### src/hw/atx_pkg.sv
// Package with constants and carrier types for the drive command executor
package atx_pkg;
	// Command opcodes
	localparam logic [7:0] OP_IDLE_A = 8'h97;
	localparam logic [7:0] OP_IDLE_B = 8'hE3;
	localparam logic [7:0] OP_IDLE_IMM_A = 8'h95;
	localparam logic [7:0] OP_IDLE_IMM_B = 8'hE1;
	localparam logic [7:0] OP_NOP = 8'h00;
	localparam logic [7:0] OP_READ_BUF = 8'hE4;
	localparam logic [7:0] OP_READ_DMA = 8'hC8;
	localparam logic [7:0] OP_READ_MULT = 8'hC4;
	// Sector geometry: 512 bytes are 256 words of 16 bits
	localparam logic [8:0] SECTOR_WORDS = 9'h100;
	localparam logic [8:0] MAX_SECTORS = 9'h100;
	localparam int WORD_W = 16;
	localparam int FIFO_DEPTH = 4;
	// Power-down time base: 5 ms per count at a 4 ns clock
	localparam int IDLE_UNIT_US = 5000;
	localparam int CLK_PERIOD_NS = 4;
	localparam int IDLE_UNIT_CYC = (IDLE_UNIT_US * 1000) / CLK_PERIOD_NS;
	// Values after reset
	localparam logic [27:0] LBA_RST = 28'h000_0000;
	localparam logic [15:0] DATA_RST = 16'h0000;
	localparam logic [7:0] PD_RST = 8'h00;
	// Task file as written by the host
	typedef struct packed {
		logic [7:0] cmd;
		logic [7:0] count;
		logic [3:0] head;
		logic [7:0] cyl_hi;
		logic [7:0] cyl_lo;
		logic [7:0] sec_num;
	} atx_taskfile_t;
	// Status bits shown to the host
	typedef struct packed {
		logic busy;
		logic drq;
		logic err;
	} atx_status_t;
	// Error register bits
	typedef struct packed {
		logic abort;
		logic unc;
		logic corr;
	} atx_error_t;
	// Transfer flavour of the running command
	typedef enum logic [1:0] {MODE_PIO1, MODE_DMA, MODE_MULT} atx_mode_t;
endpackage : atx_pkg

### src/hw/atx_cmd_exec.sv
// Command executor for idle, no-op and read commands, with its output FIFO
//
// Notes on behaviour
// - Idle: busy, idle mode, unbusy, interrupt
// - Non-zero count loads 5 ms power-down timer
// - Zero count disables automatic power-down
// - Idle immediate: same sequence, no timer
// - No-op always ends with aborted error
// - Read buffer returns buffer by PIO
// - DMA read 1..256 sectors, zero means 256
// - DMA read: busy, fill, request while data
// - DMA read interrupts once, at end or error
// - Success leaves last sector address
// - DMA error stops, failing address reported
// - Multiple read: data request per block
// - Count in sectors; full blocks, then remainder
// - Multiple read aborted when mode unset
// - Media error posted, block still transferred
// - Interrupt at each block start
// - Continue only after corrected error
// - PIO error keeps data and address
// - Per block: busy, load, request, unbusy, interrupt

module atx_fifo
	import atx_pkg::*;
#(
	parameter int WIDTH = WORD_W,
	parameter int DEPTH = FIFO_DEPTH
)
(
	input wire logic clk, // Device clock
	input wire logic resetn, // Asynchronous reset, active low
	input wire logic clear, // Drop all contents
	input wire logic in_valid, // Word offered
	output logic in_ready, // Room for a word
	input wire logic [WIDTH-1:0] in_data, // Word in
	output logic out_valid, // Word available
	input wire logic out_ready, // Consumer takes it
	output logic [WIDTH-1:0] out_data // Oldest word
);
	localparam int AW = $clog2(DEPTH);
	logic [WIDTH-1:0] mem [DEPTH]; // Storage
	logic [AW-1:0] wr_ptr; // Write index
	logic [AW-1:0] rd_ptr; // Read index
	logic [AW:0] level; // Words held
	logic push; // Write this cycle
	logic pop; // Read this cycle

	// Full and empty come from the level, so they never lie
	assign in_ready = (level < (AW+1)'(DEPTH));
	assign out_valid = (level != '0);
	assign out_data = mem[rd_ptr];
	assign push = in_valid && in_ready;
	assign pop = out_valid && out_ready;

	// Pointer and level bookkeeping
	always_ff @(posedge clk or negedge resetn)
	begin
		if (!resetn)
		begin
			wr_ptr <= '0;
			rd_ptr <= '0;
			level <= '0;
		end
		else if (clear)
		begin
			wr_ptr <= '0;
			rd_ptr <= '0;
			level <= '0;
		end
		else
		begin
			if (push)
				wr_ptr <= (wr_ptr == AW'(DEPTH - 1)) ? '0 : wr_ptr + 1'b1;
			if (pop)
				rd_ptr <= (rd_ptr == AW'(DEPTH - 1)) ? '0 : rd_ptr + 1'b1;
			level <= level + (AW+1)'(push) - (AW+1)'(pop);
		end
	end

	// Storage carries no reset; contents are only read when valid
	always_ff @(posedge clk)
	begin
		if (push)
			mem[wr_ptr] <= in_data;
	end
endmodule : atx_fifo

module atx_cmd_exec
	import atx_pkg::*;
#(
	parameter int IDLE_UNIT = IDLE_UNIT_CYC // Cycles per 5 ms count
)
(
	input wire logic clk, // Device clock, 250 MHz
	input wire logic resetn, // Asynchronous reset, active low
	input wire logic cmd_wr, // Command write strobe
	input wire atx_taskfile_t cmd_tf, // Task file with the command
	input wire logic mult_enable, // Multiple reads enabled
	input wire logic [7:0] mult_block, // Block size, zero if never set
	output logic media_start, // Pulse: fetch sector at media_lba
	output logic [27:0] media_lba, // Sector to fetch
	input wire logic media_wr_valid, // Word from media into buffer
	input wire logic [15:0] media_wr_data, // That word
	input wire logic media_done, // Sector fetch finished
	input wire logic media_unc, // With uncorrectable error
	input wire logic media_corr, // With corrected error
	input wire logic host_rd_req, // Host wants a word (read strobe)
	input wire logic dma_ack, // Host DMA acknowledge
	output logic dma_req, // Device DMA request
	output logic [15:0] host_data, // Word to host
	output logic host_valid, // Pulse: host_data is new
	output atx_status_t status, // Busy, data request, error
	output atx_error_t error, // Error register bits
	output logic irq, // Pulse: interrupt to host
	output logic [27:0] lba_out, // Address registers
	output logic standby, // Low-power standby state
	output logic auto_pd_en // Automatic power-down enabled
);
	typedef enum logic [2:0] {ST_IDLE, ST_EXEC, ST_LOAD, ST_XFER, ST_END} atx_state_t;
	atx_state_t state; // Command sequencer
	atx_taskfile_t tf; // Latched task file
	atx_mode_t mode; // Flavour of the running read
	logic [15:0] sbuf [256]; // Sector buffer
	logic [7:0] wr_idx; // Media fill index
	logic [8:0] rd_idx; // Buffer words pushed into FIFO
	logic [8:0] host_cnt; // Words delivered this sector
	logic [8:0] remain; // Sectors left including current
	logic [8:0] blk_left; // Sectors left in current block
	logic [8:0] blk_size; // Block size in sectors
	logic first_in_blk; // Next load opens a block
	logic stop_pend; // Uncorrectable error seen in this block
	logic [27:0] err_lba; // Address of the failing sector
	logic [27:0] lba; // Current sector address
	logic [7:0] pd_reload; // Timer count to restart with
	logic [31:0] tick; // Cycles within one 5 ms unit
	logic [7:0] pd_left; // Units before standby
	logic fifo_in_valid; // Buffer word offered
	logic fifo_in_ready; // FIFO has room
	logic fifo_out_valid; // FIFO has a word
	logic fifo_pop; // Host takes a word
	logic [15:0] fifo_out_data; // Word leaving FIFO
	logic sector_end; // Last word of the sector delivered
	logic accept; // Command accepted this cycle

	assign accept = cmd_wr && (state == ST_IDLE);
	// Reads are paced by the host; DMA words also need the acknowledge
	assign fifo_pop = fifo_out_valid && host_rd_req && (mode != MODE_DMA || dma_ack);
	assign fifo_in_valid = (state == ST_XFER) && (rd_idx < SECTOR_WORDS);
	assign sector_end = fifo_pop && (host_cnt == SECTOR_WORDS - 9'h001);

	// Four words decouple the buffer read from the host strobes
	atx_fifo #(.WIDTH(WORD_W), .DEPTH(FIFO_DEPTH)) u_fifo (
		.clk(clk),
		.resetn(resetn),
		.clear(accept),
		.in_valid(fifo_in_valid),
		.in_ready(fifo_in_ready),
		.in_data(sbuf[rd_idx[7:0]]),
		.out_valid(fifo_out_valid),
		.out_ready(fifo_pop),
		.out_data(fifo_out_data)
	);

	// Media fills the buffer; a failed sector's data stays in place
	always_ff @(posedge clk)
	begin
		if (media_wr_valid)
			sbuf[wr_idx] <= media_wr_data;
	end

	// Fill index restarts with every fetch
	always_ff @(posedge clk or negedge resetn)
	begin
		if (!resetn)
			wr_idx <= '0;
		else if (media_start)
			wr_idx <= '0;
		else if (media_wr_valid)
			wr_idx <= wr_idx + 1'b1;
	end

	// Main sequencer with status, interrupt and address tracking
	always_ff @(posedge clk or negedge resetn)
	begin
		if (!resetn)
		begin
			state <= ST_IDLE;
			tf <= '0;
			mode <= MODE_PIO1;
			status <= '0;
			error <= '0;
			irq <= 1'b0;
			media_start <= 1'b0;
			lba <= LBA_RST;
			err_lba <= LBA_RST;
			remain <= '0;
			blk_left <= '0;
			blk_size <= '0;
			first_in_blk <= 1'b0;
			stop_pend <= 1'b0;
			rd_idx <= '0;
			host_cnt <= '0;
		end
		else
		begin
			irq <= 1'b0;
			media_start <= 1'b0;
			if (fifo_in_valid && fifo_in_ready)
				rd_idx <= rd_idx + 9'h001;
			if (fifo_pop)
				host_cnt <= host_cnt + 9'h001;
			unique case (state)
				ST_IDLE:
				begin
					if (accept)
					begin
						// Any command starts busy with a clean error register
						tf <= cmd_tf;
						status <= '{busy: 1'b1, drq: 1'b0, err: 1'b0};
						error <= '0;
						lba <= {cmd_tf.head, cmd_tf.cyl_hi, cmd_tf.cyl_lo, cmd_tf.sec_num};
						state <= ST_EXEC;
					end
				end
				ST_EXEC:
				begin
					rd_idx <= '0;
					host_cnt <= '0;
					stop_pend <= 1'b0;
					first_in_blk <= 1'b1;
					remain <= (tf.count == 8'h00) ? MAX_SECTORS : {1'b0, tf.count};
					blk_size <= {1'b0, mult_block};
					if (tf.cmd == OP_IDLE_A || tf.cmd == OP_IDLE_B || tf.cmd == OP_IDLE_IMM_A
						|| tf.cmd == OP_IDLE_IMM_B)
						state <= ST_END;
					else if (tf.cmd == OP_READ_BUF)
					begin
						// No media fetch: the present buffer goes out as one sector
						mode <= MODE_PIO1;
						remain <= 9'h001;
						status <= '{busy: 1'b0, drq: 1'b1, err: 1'b0};
						irq <= 1'b1;
						state <= ST_XFER;
					end
					else if (tf.cmd == OP_READ_DMA)
					begin
						mode <= MODE_DMA;
						media_start <= 1'b1;
						state <= ST_LOAD;
					end
					else if (tf.cmd == OP_READ_MULT && mult_enable && mult_block != 8'h00)
					begin
						mode <= MODE_MULT;
						media_start <= 1'b1;
						blk_left <= ({1'b0, tf.count} != 9'h000 && {1'b0, tf.count} < {1'b0, mult_block})
							? {1'b0, tf.count} : {1'b0, mult_block};
						state <= ST_LOAD;
					end
					else
					begin
						// No-op, unset multiple mode and unknown opcodes end aborted
						error.abort <= 1'b1;
						status.err <= 1'b1;
						state <= ST_END;
					end
				end
				ST_LOAD:
				begin
					if (media_done)
					begin
						rd_idx <= '0;
						host_cnt <= '0;
						if (media_unc)
						begin
							error.unc <= 1'b1;
							err_lba <= lba;
						end
						if (media_corr)
							error.corr <= 1'b1;
						if (mode == MODE_DMA && media_unc)
						begin
							// Stop at the failing sector; lba already names it
							status <= '{busy: 1'b1, drq: 1'b0, err: 1'b1};
							state <= ST_END;
						end
						else
						begin
							status.busy <= 1'b0;
							status.drq <= 1'b1;
							if (mode == MODE_MULT && media_unc)
								stop_pend <= 1'b1;
							if (media_unc || (mode == MODE_MULT && media_corr))
								status.err <= 1'b1;
							// PIO interrupts at block start only; DMA waits for the end
							if (mode == MODE_MULT && first_in_blk)
								irq <= 1'b1;
							first_in_blk <= 1'b0;
							state <= ST_XFER;
						end
					end
				end
				ST_XFER:
				begin
					if (sector_end)
					begin
						if (remain == 9'h001 || (mode == MODE_MULT && blk_left == 9'h001 && stop_pend))
						begin
							if (stop_pend)
								lba <= err_lba;
							status.drq <= 1'b0;
							if (mode == MODE_DMA)
							begin
								status.busy <= 1'b1;
								state <= ST_END;
							end
							else
								state <= ST_IDLE;
						end
						else
						begin
							// Next sector; drop request only at a block edge or in DMA
							lba <= lba + 28'h000_0001;
							remain <= remain - 9'h001;
							media_start <= 1'b1;
							state <= ST_LOAD;
							if (mode == MODE_MULT && blk_left != 9'h001)
								blk_left <= blk_left - 9'h001;
							else
							begin
								status <= '{busy: 1'b1, drq: 1'b0, err: status.err};
								first_in_blk <= 1'b1;
								blk_left <= (remain - 9'h001 < blk_size) ? remain - 9'h001 : blk_size;
							end
						end
					end
				end
				ST_END:
				begin
					status.busy <= 1'b0;
					irq <= 1'b1;
					state <= ST_IDLE;
				end
			endcase
		end
	end

	// Host word register and DMA request; request stands while data waits
	always_ff @(posedge clk or negedge resetn)
	begin
		if (!resetn)
		begin
			host_data <= DATA_RST;
			host_valid <= 1'b0;
			dma_req <= 1'b0;
		end
		else
		begin
			host_valid <= fifo_pop;
			if (fifo_pop)
				host_data <= fifo_out_data;
			dma_req <= (state == ST_XFER) && (mode == MODE_DMA) && fifo_out_valid && !sector_end
				|| (state == ST_XFER) && (mode == MODE_DMA) && fifo_in_valid;
		end
	end

	// Power-down timer; it only runs while no command is active
	always_ff @(posedge clk or negedge resetn)
	begin
		if (!resetn)
		begin
			pd_reload <= PD_RST;
			pd_left <= PD_RST;
			tick <= '0;
			auto_pd_en <= 1'b0;
			standby <= 1'b0;
		end
		else if (accept)
		begin
			// Every command restarts the timer and wakes the drive
			tick <= '0;
			pd_left <= pd_reload;
			standby <= 1'b0;
			if (cmd_tf.cmd == OP_IDLE_A || cmd_tf.cmd == OP_IDLE_B)
			begin
				pd_reload <= cmd_tf.count;
				pd_left <= cmd_tf.count;
				auto_pd_en <= (cmd_tf.count != 8'h00);
			end
		end
		else if (auto_pd_en && !standby && state == ST_IDLE)
		begin
			if (tick == 32'(IDLE_UNIT - 1))
			begin
				tick <= '0;
				pd_left <= pd_left - 8'h01;
				if (pd_left == 8'h01)
					standby <= 1'b1;
			end
			else
				tick <= tick + 32'h0000_0001;
		end
	end

	assign media_lba = lba;
	assign lba_out = lba;

	// Checks on the sequencing
	idle_irq_a: assert property (@(posedge clk) disable iff (!resetn)
		accept && (cmd_tf.cmd == OP_IDLE_IMM_A) |-> ##3 irq && !status.busy)
		else $error("idle immediate did not interrupt in time");
	idle_pd_a: assert property (@(posedge clk) disable iff (!resetn)
		accept && (cmd_tf.cmd == OP_IDLE_A) |=> auto_pd_en == ($past(cmd_tf.count) != 8'h00) && !standby)
		else $error("idle count did not set power-down enable");
	idle_off_a: assert property (@(posedge clk) disable iff (!resetn)
		!auto_pd_en |=> !$rose(standby))
		else $error("standby entered with power-down disabled");
	nop_abort_a: assert property (@(posedge clk) disable iff (!resetn)
		accept && (cmd_tf.cmd == OP_NOP) |-> ##2 error.abort && status.err ##1 irq)
		else $error("no-op was not aborted");
	mult_abort_a: assert property (@(posedge clk) disable iff (!resetn)
		accept && (cmd_tf.cmd == OP_READ_MULT) && !mult_enable |-> ##2 error.abort && !media_start)
		else $error("multiple read without mode not aborted");
	dma_noirq_a: assert property (@(posedge clk) disable iff (!resetn)
		(mode == MODE_DMA) && (state == ST_LOAD || state == ST_XFER) |-> !irq)
		else $error("DMA read interrupted mid-transfer");
	dma_stop_a: assert property (@(posedge clk) disable iff (!resetn)
		(state == ST_LOAD) && media_done && media_unc && (mode == MODE_DMA)
		|=> status.err ##1 (irq && $stable(lba_out)))
		else $error("DMA error did not stop at failing sector");
	dreq_data_a: assert property (@(posedge clk) disable iff (!resetn)
		dma_req |-> mode == MODE_DMA && status.drq)
		else $error("DMA request without data phase");
	pop_ack_a: assert property (@(posedge clk) disable iff (!resetn)
		$rose(host_valid) && (mode == MODE_DMA) |-> $past(dma_ack) && $past(host_rd_req))
		else $error("DMA word delivered without acknowledge");
	blk_irq_a: assert property (@(posedge clk) disable iff (!resetn)
		irq && (mode == MODE_MULT) && (state == ST_XFER) |-> status.drq && !status.busy)
		else $error("block interrupt without data request");
	sector_len_a: assert property (@(posedge clk) disable iff (!resetn)
		sector_end |-> rd_idx == SECTOR_WORDS)
		else $error("sector length not 256 words");
	wake_a: assert property (@(posedge clk) disable iff (!resetn)
		accept |=> !standby)
		else $error("command did not leave standby");
	dma_end_c: cover property (@(posedge clk) disable iff (!resetn)
		(mode == MODE_DMA) && (state == ST_END) ##1 irq);
	mult_blk_c: cover property (@(posedge clk) disable iff (!resetn)
		(mode == MODE_MULT) && irq && (state == ST_XFER) && status.err);
	standby_c: cover property (@(posedge clk) disable iff (!resetn) $rose(standby));
	rdbuf_c: cover property (@(posedge clk) disable iff (!resetn)
		(mode == MODE_PIO1) && sector_end);
endmodule : atx_cmd_exec

### config.mk
export PLATFORM = sky130hd
export DESIGN_NAME = atx_cmd_exec
export DESIGN_NICKNAME = d
export VERILOG_FILES = /design/src/hw/atx_pkg.sv /design/src/hw/atx_cmd_exec.sv
export SDC_FILE = /design/constraint.sdc
export NUM_CORES = 2
export LEC_CHECK = 0
export BUFFER_PORTS_ARGS = -buffer_cell sky130_fd_sc_hd__clkbuf_2
export CORE_ASPECT_RATIO = 0.7
export CORE_MARGIN = 4
export CORE_UTILIZATION = 40
export CTS_CLUSTER_DIAMETER = 50
export CTS_CLUSTER_SIZE = 30
export DETAILED_ROUTE_END_ITERATION = 16
export MAX_ROUTING_LAYER = met4
export SETUP_SLACK_MARGIN = 0.15
export SLEW_MARGIN = 10
export SYNTH_ARGS = -nofsm -noshare
export SYNTH_HDL_FRONTEND = slang
export SYNTH_MEMORY_MAX_BITS = 65536
export SYNTH_SLANG_ARGS = --single-unit
### constraint.sdc
create_clock -name clk -period 4.24 [get_ports clk]
set_input_delay 0 -clock clk [delete_from_list [all_inputs] [get_ports clk]]
set_output_delay 0 -clock clk [all_outputs]
set_load 0.02 [all_outputs]
# --- Word level (Yosys, flattened, before mapping) ---
# Memories as Yosys holds them, arrays and structs flattened. A register that Yosys moved wholly into a read port is not among the register bits.
# Index checks and enable logic that the tools add are counted.
op_classes:
  addsub: 12
  n_eq_ne: 45
  bitwise_logic: 2
  n_reduce_logical: 73
  magnitude_cmp: 4
  n_mux: 112
ops:
  columns: ["cell", "count"]
  rows:
  - ["9-bit 2-to-1 mux", 17]
  - ["28-bit 2-to-1 mux", 4]
  - ["32-bit 2-to-1 mux", 3]
  - ["8-bit == test, second input constant", 9]
  - ["9-bit one-hot mux with 2 select lines", 4]
  - ["8-bit 2-to-1 mux", 7]
  - ["28-bit one-hot mux with 2 select lines", 1]
  - ["3-bit 2-to-1 mux", 18]
  - ["1-bit 2-to-1 mux", 37]
  - ["32-bit by 1-bit adder with 32-bit output, second input constant", 1]
  - ["32-bit by 21-bit == test with 1-bit output, second input constant", 1]
  - ["2-bit inequality test, second input constant", 15]
  - ["28-bit by 1-bit adder with 28-bit output, second input constant", 1]
  - ["2-bit 2-to-1 mux", 12]
  - ["8-bit nonzero test", 3]
  - ["1-bit logical AND", 23]
  - ["2-bit nonzero test", 11]
  - ["7-bit AND reduction", 3]
  - ["9-bit by 1-bit adder with 9-bit output, second input constant", 2]
  - ["9-bit by 1-bit == test with 1-bit output, second input constant", 2]
  - ["3-bit inequality test, second input constant", 6]
  - ["9-bit by 1-bit subtractor with 9-bit output, second input constant", 2]
  - ["4-bit AND reduction", 4]
  - ["3-bit one-hot mux with 5 select lines", 1]
  - ["other kinds (34)", 61]
totals:
  register_bits: 198
  ram_bits: 4160
  mem_count: 2
memory_table:
  columns: ["memory", "depth", "width", "read_ports", "rd_ports_with_merged_regs", "wr", "line", "text"]
  rows:
  - ["sbuf", 256, 16, 1, 0, 1, "atx_cmd_exec.sv:124", "logic [15:0] sbuf [256];"]
  - ["u_fifo.mem", 4, 16, 1, 1, 1, "atx_cmd_exec.sv:42", "logic [WIDTH-1:0] mem [DEPTH];"]

# --- Longest topological paths before layout ---
depth:
  depth_word: 8
  mapped_depth: 13
  depth_no_buf: 12

# --- Hierarchy ---
# Synthesis repeated with hierarchy kept, for this count alone.
unflattened:
  cells_unflattened: 8158
  area_unflattened_um2: 172391.6
modules_own_cells:
  columns: ["mod", "instances", "cells_each", "area_each_um2", "seq_area_each_um2"]
  rows:
  - ["atx_cmd_exec", 1, 8030, 169585.1, 128177.9]
  - ["atx_fifo", 1, 128, 2806.4, 2097.0]

# --- Worst setup path after synthesis ---
# OpenSTA, ideal clock, no wires.
synth_timing:
  kind: "register to register"
  start: "register remain[2]"
  end: "register blk_left[3]"
  t_arrival_ns: 2.689
  path_stages_with_launch: 13
  path_buffers: 1
  setup_slack_ns: 1.412
  synth_period_minus_slack_ns: 2.828
  path_cell_list: "dfrtp_1 nor4_1 nand2_1 xor2_1 inv_1 ha_1 nor2b_1 o21ai_0 and3b_1 clkbuf_1 a21oi_1 o31ai_1 o211ai_1"
synth_via:
  elab_chain_cells: 7
  elab_cells_between_ends: 11
  classes_between: "add/sub (1); order compare (1); eq/ne (2); mux (5); reduce/logical (2)"
synth_lines:
  columns: ["item", "line", "text"]
  rows:
  - ["from (decl)", "atx_cmd_exec.sv:128", "logic [8:0] remain;"]
  - ["from (signal assigned)", "atx_cmd_exec.sv:232", "remain <= (tf.count == 8'h00) ? MAX_SECTORS : {1'b0, tf.count};"]
  - ["from (signal assigned)", "atx_cmd_exec.sv:324", "remain <= remain - 9'h001;"]
  - ["9-bit by 1-bit subtractor with 9-bit output", "atx_cmd_exec.sv:333", "blk_left <= (remain - 9'h001 < blk_size) ? remain - 9'h001 : blk_size;"]
  - ["9-bit by 8-bit < comparator with 1-bit output", "atx_cmd_exec.sv:333", null]
  - ["9-bit 2-to-1 mux", "atx_cmd_exec.sv:333", null]
  - ["9-bit 2-to-1 mux", "atx_cmd_exec.sv:327", "if (mode == MODE_MULT && blk_left != 9'h001)"]
  - ["9-bit 2-to-1 mux", "atx_cmd_exec.sv:307", "if (remain == 9'h001 || (mode == MODE_MULT && blk_left == 9'h001 && stop_pend))"]
  - ["9-bit 2-to-1 mux", "atx_cmd_exec.sv:305", "if (sector_end)"]
  - ["9-bit one-hot mux with 2 select lines", "atx_cmd_exec.sv:213", "unique case (state)"]
  - ["to (signal assigned)", "atx_cmd_exec.sv:256", "blk_left <= ({1'b0, tf.count} != 9'h000 && {1'b0, tf.count} < {1'b0, mult_block})"]
  - ["to (signal assigned)", "atx_cmd_exec.sv:328", "blk_left <= blk_left - 9'h001;"]
  - ["to (signal assigned)", "atx_cmd_exec.sv:333", null]
  - ["to (decl)", "atx_cmd_exec.sv:129", "logic [8:0] blk_left;"]
# Parallel ways exist; a longest one is shown, timed or not. The select of a mux whose other input is x is not followed.
# A chain may end at the register's enable or synchronous reset.

# --- Worst setup path in the final report ---
layout_timing:
  start: "register rd_idx[1]"
  end: "memory u_fifo.mem[1][14] (netlist bit) (data pin)"
layout_via:
  elab_chain_cells: 1
layout_lines:
  columns: ["item", "line", "text"]
  rows:
  - ["from (decl)", "atx_cmd_exec.sv:126", "logic [8:0] rd_idx;"]
  - ["from (signal assigned)", "atx_cmd_exec.sv:210", "rd_idx <= rd_idx + 9'h001;"]
  - ["memory read 256 x 16 bit", null, null]
  - ["via u_fifo.in_data[14]", "atx_cmd_exec.sv:36", "input wire logic [WIDTH-1:0] in_data,"]
  - ["to (decl)", "atx_cmd_exec.sv:42", null]
# The timed path passes the listed nets, and every way through them passes these cells.

==> summary.md <==
| Metric | Value |
|---|---|
| Run status | `finished clean` |
| Critical-path maximum fanout | `45` |
| Worst Path Required | `4.86 ns` |
| Seq/Total Area, Yosys | `75.2%` |
| Share of cells above drive strength 1 | `25.6%` |
| Synth Flop Type | `edfxtp_1` |
| Top cells by area, synth | `edfxtp_1 (72%), mux4_2 (10%), mux2i_1 (3.7%)` |
| Largest net degree at the start of global routing | `169` |
| Syn_area_per_cell | `19.5 µm²` |
| Total of fill cells in the finished design | `35.5k` |
| Core box area | `430000 µm²` |
| P_int | `0.0669 W` |
| Clock Latency Late Sink | `0.96 ns` |
| Async SR Flop Fraction | `4.89%` |
| Worst Slack Setup Final | `0.0269 ns` |
| Synth area leader | `edfxtp_1` |
| Initial antenna violation count | `33` |
| Post-Syn Instances | `8878` |
| Yosys top cell area share | `72.1%` |
| ANT nets after route | `0` |
| Bufs on Longest Clock Path | `4` |
| Vias | `95.8k` |
| Final hold viol count | `0` |
| Post-synth EDFFs | `4160` |
| Pwr dens | `456 nW/µm²` |
| Worst Path Arrival | `4.83 ns` |
| Starting Density | `40.3%` |
| Die X | `795 µm` |
| CP top delay family | `compound AO/OA/AOI/OAI gates` |
| Sw Share | `26.3%` |
| Relative slew slack | `10.8%` |
| Peak VDD IR | `384 µV` |
| Final setup viols | `0` |
| Num rows | `201` |
| Post-Syn Nets | `8993` |
| Synth-to-layout area growth | `14.7%` |
| NetSw | `0.0238 W` |
| Placer Congestion | `0.930` |
| Sequential share of power | `54.1%` |
| Post-Route Setup TNS | `0 ns` |
| H-tree depth | `5` |
| TritonCTS sink count | `4374` |
| Drt total wl | `524000 µm` |
| Hold WS | `0.0956 ns` |
| Buf/Inv on CP | `3` |
| Count leader, synth | `edfxtp_1` |
| Clock root cell | `clkbuf_16` |
| Via-to-Cell Ratio | `6.10` |
| Cts bufs inserted | `319` |
| Worst clock skew | `0.0561 ns` |
| Final Slew Violations | `0` |
| Pleak | `61.7 nW` |
| CP Cell Sequence | `buf_12, buf_12, buf_4, mux4_2, a22oi_1, a21o_1, o2111ai_1, o31ai_1, a21o_1, o311ai_1` |
| NumNets Final | `9861` |
| Synthesized cell area | `173000 µm²` |
| Crit Path Category | `register to register` |
| All-Layer GR Usage | `23.7%` |
| Slowest cell on crit path | `o31ai_1` |
| Reg area | `130000 µm²` |
| Slowest stage delay, CP | `1.05 ns` |
| Synth warnings | `0` |
| Crit end category | `register` |
| DRC Markers | `0` |
| Initial drt markers | `15.9k` |
| Avg WL per Cell | `33.4 µm` |
| Synth cell types | `92` |
| Final period util | `99.4%` |
| Fin crit period | `4.21 ns` |
| Startpoint Class | `register` |
| Worst hold path class | `primary input to register` |
| Die ar. | `444000 µm²` |
| Port Buffers | `161` |
| Clock share of power | `37.1%` |
| CTS tree | `built` |
| Non-Filler Instances | `15.7k` |
| Post-synth top cells | `edfxtp_1 (4160), mux4_2 (800), mux2i_1 (642)` |
| Dpl ws | `-0.862 ns` |
| First-pass GRT wire length | `728000 µm` |
| Overflow after GRT | `0` |
| First-pass detailed-route iteration total | `6` |
| Placed Cells | `14.9k` |
| Multi-input logic area | `39800 µm²` |
| RSZ-0062 raised after global routing | `no` |
| Slew at the pin closest to its max-slew limit | `1.30 ns` |
| Logic gate share of total power | `8.8%` |
| Final HPWL DP | `323000 µm` |
| Max Cap Viol | `0` |
| IO Pins | `162` |
| Yosys reg bits | `4374` |
| Clock slew at reported path FFs | `0.10 ns` |
| Die height | `559 µm` |
| Max Freq | `0.237 GHz` |
| Vias in the first global route | `91.5k` |
-- tightest hold or removal path, cell delays in order --
cell	delay, ns
dlygate4sd3_1	0.52
clkbuf_2	0.17
nor4_1	0.06
a21oi_1	0.14
a21o_1	0.09
-- logic make-up (layout without fill, tap and decap cells) --
kind of cell | count (synthesis) | in the layout | share of synthesized area, %
and+or+nand+nor | 1228 | 1228 | 3.20
muxes | 1489 | 1489 | 14.4
xor gates and xnor gates | 54 | 54 | 0.273
AOI/OAI and AO/OA | 1094 | 1094 | 4.41
buffers and inverters | 602 | 1734 | 2.22
other | 0 | 28 | 0
DFF | 4374 | 4374 | 75.2
adders and majority gates | 37 | 37 | 0.272
-- per-layer routing --
metal	track usage (%)	wire, µm	up-vias
met5	-	0	-
met1	34.2	217000	50900
met3	6.98	67500	769
met2	33.0	225000	5853
li1	-	-	38300
met4	5.92	15000	0
-- cell type report --
type	instances	area share (%)
clock inverters	251	1.72
well taps	5684	3.58
repair buffers	1094	4.87
multi-input cells	3902	20.0
inverters	55	0.110
diodes	28	0.0353
clock buffers	334	4.08
flip-flops and latches	4374	65.6
-- layout by cell type (no fill, tap or decap), types with 72 or more instances in the layout --
cell type      instances
edfxtp_1            4160
o21ai_0              149
buf_12                97
a21oi_1              222
buf_4                654
a221oi_1              72
o22ai_1              100
mux2i_1              641
dfrtp_1              207
nor2_2               134
nor2_1               303
mux4_2               800
clkbuf_2             144
nor3_1                95
clkbuf_16            322
nand2_1              366
dlygate4sd3_1        178
o221ai_1             158
-- flip-flops by register name (all words and copies together), names as in the netlist, 2 cells and up --
name,flops
u_fifo.level,3
u_fifo.wr_ptr,2
lba_out,28
error,3
host_cnt,9
rd_idx,9
blk_left,9
err_lba,28
wr_idx,8
status,3
tf,16
u_fifo.mem,64
u_fifo.rd_ptr,2
sbuf,4096
state,3
host_data,16
pd_left,8
tick,32
pd_reload,8
mode,2
remain,9
blk_size,8
-- metrics by stage --
step | cell area, µm² | total power, W | util, %
6_report | 199000 | 0.0907 | 46.2
5_1_grt | 199000 | 0.0936 | 46.2
4_1_cts | 198000 | 0.0909 | 46.2
3_5_place_dp | 185000 | 0.0575 | 43.0
3_3_place_gp | 185000 | 0.0572 | 43.0
2_1_floorplan | 173000 | 0.0540 | -
-- what timing repair did --
action                                 4_1_cts  5_1_grt
setup buffers                                1       11
endpoints found under the hold margin     2849        0
cloned                                       0        0
setup endpoints to repair                   36       41
resized for setup                           20        8
pin swaps                                    1        2
hold buffers                               179        0
-- power by group through the flow --
stage | registers (W) | logic, W | clock network [W]
floorplan | 0.0500 | 0.00399 | 0
global route | 0.0492 | 0.00844 | 0.0360
CTS | 0.0490 | 0.00779 | 0.0341
finish | 0.0491 | 0.00796 | 0.0337
global placement | 0.0499 | 0.00730 | 0
detailed placement | 0.0500 | 0.00748 | 0
-- final timing paths --
| check | from | endpoint | slack [ns] | cells past startpoint |
|---|---|---|---|---|
| max in group asynchronous | resetn | rd_idx[2] | 3.27 | 4 |
| min in group asynchronous | resetn | host_data[2] | 0.18 | 4 |
| setup / recovery | rd_idx[1] | u_fifo.mem[1][14] | 0.03 | 10 |
| hold reg to reg | host_data[15] | host_data[15] | 0.48 | 2 |
| hold / removal | cmd_tf[35] | auto_pd_en | 0.1 | 5 |
| setup reg to reg | rd_idx[1] | u_fifo.mem[1][14] | 0.03 | 10 |
Power figures use the tool's default switching activity.
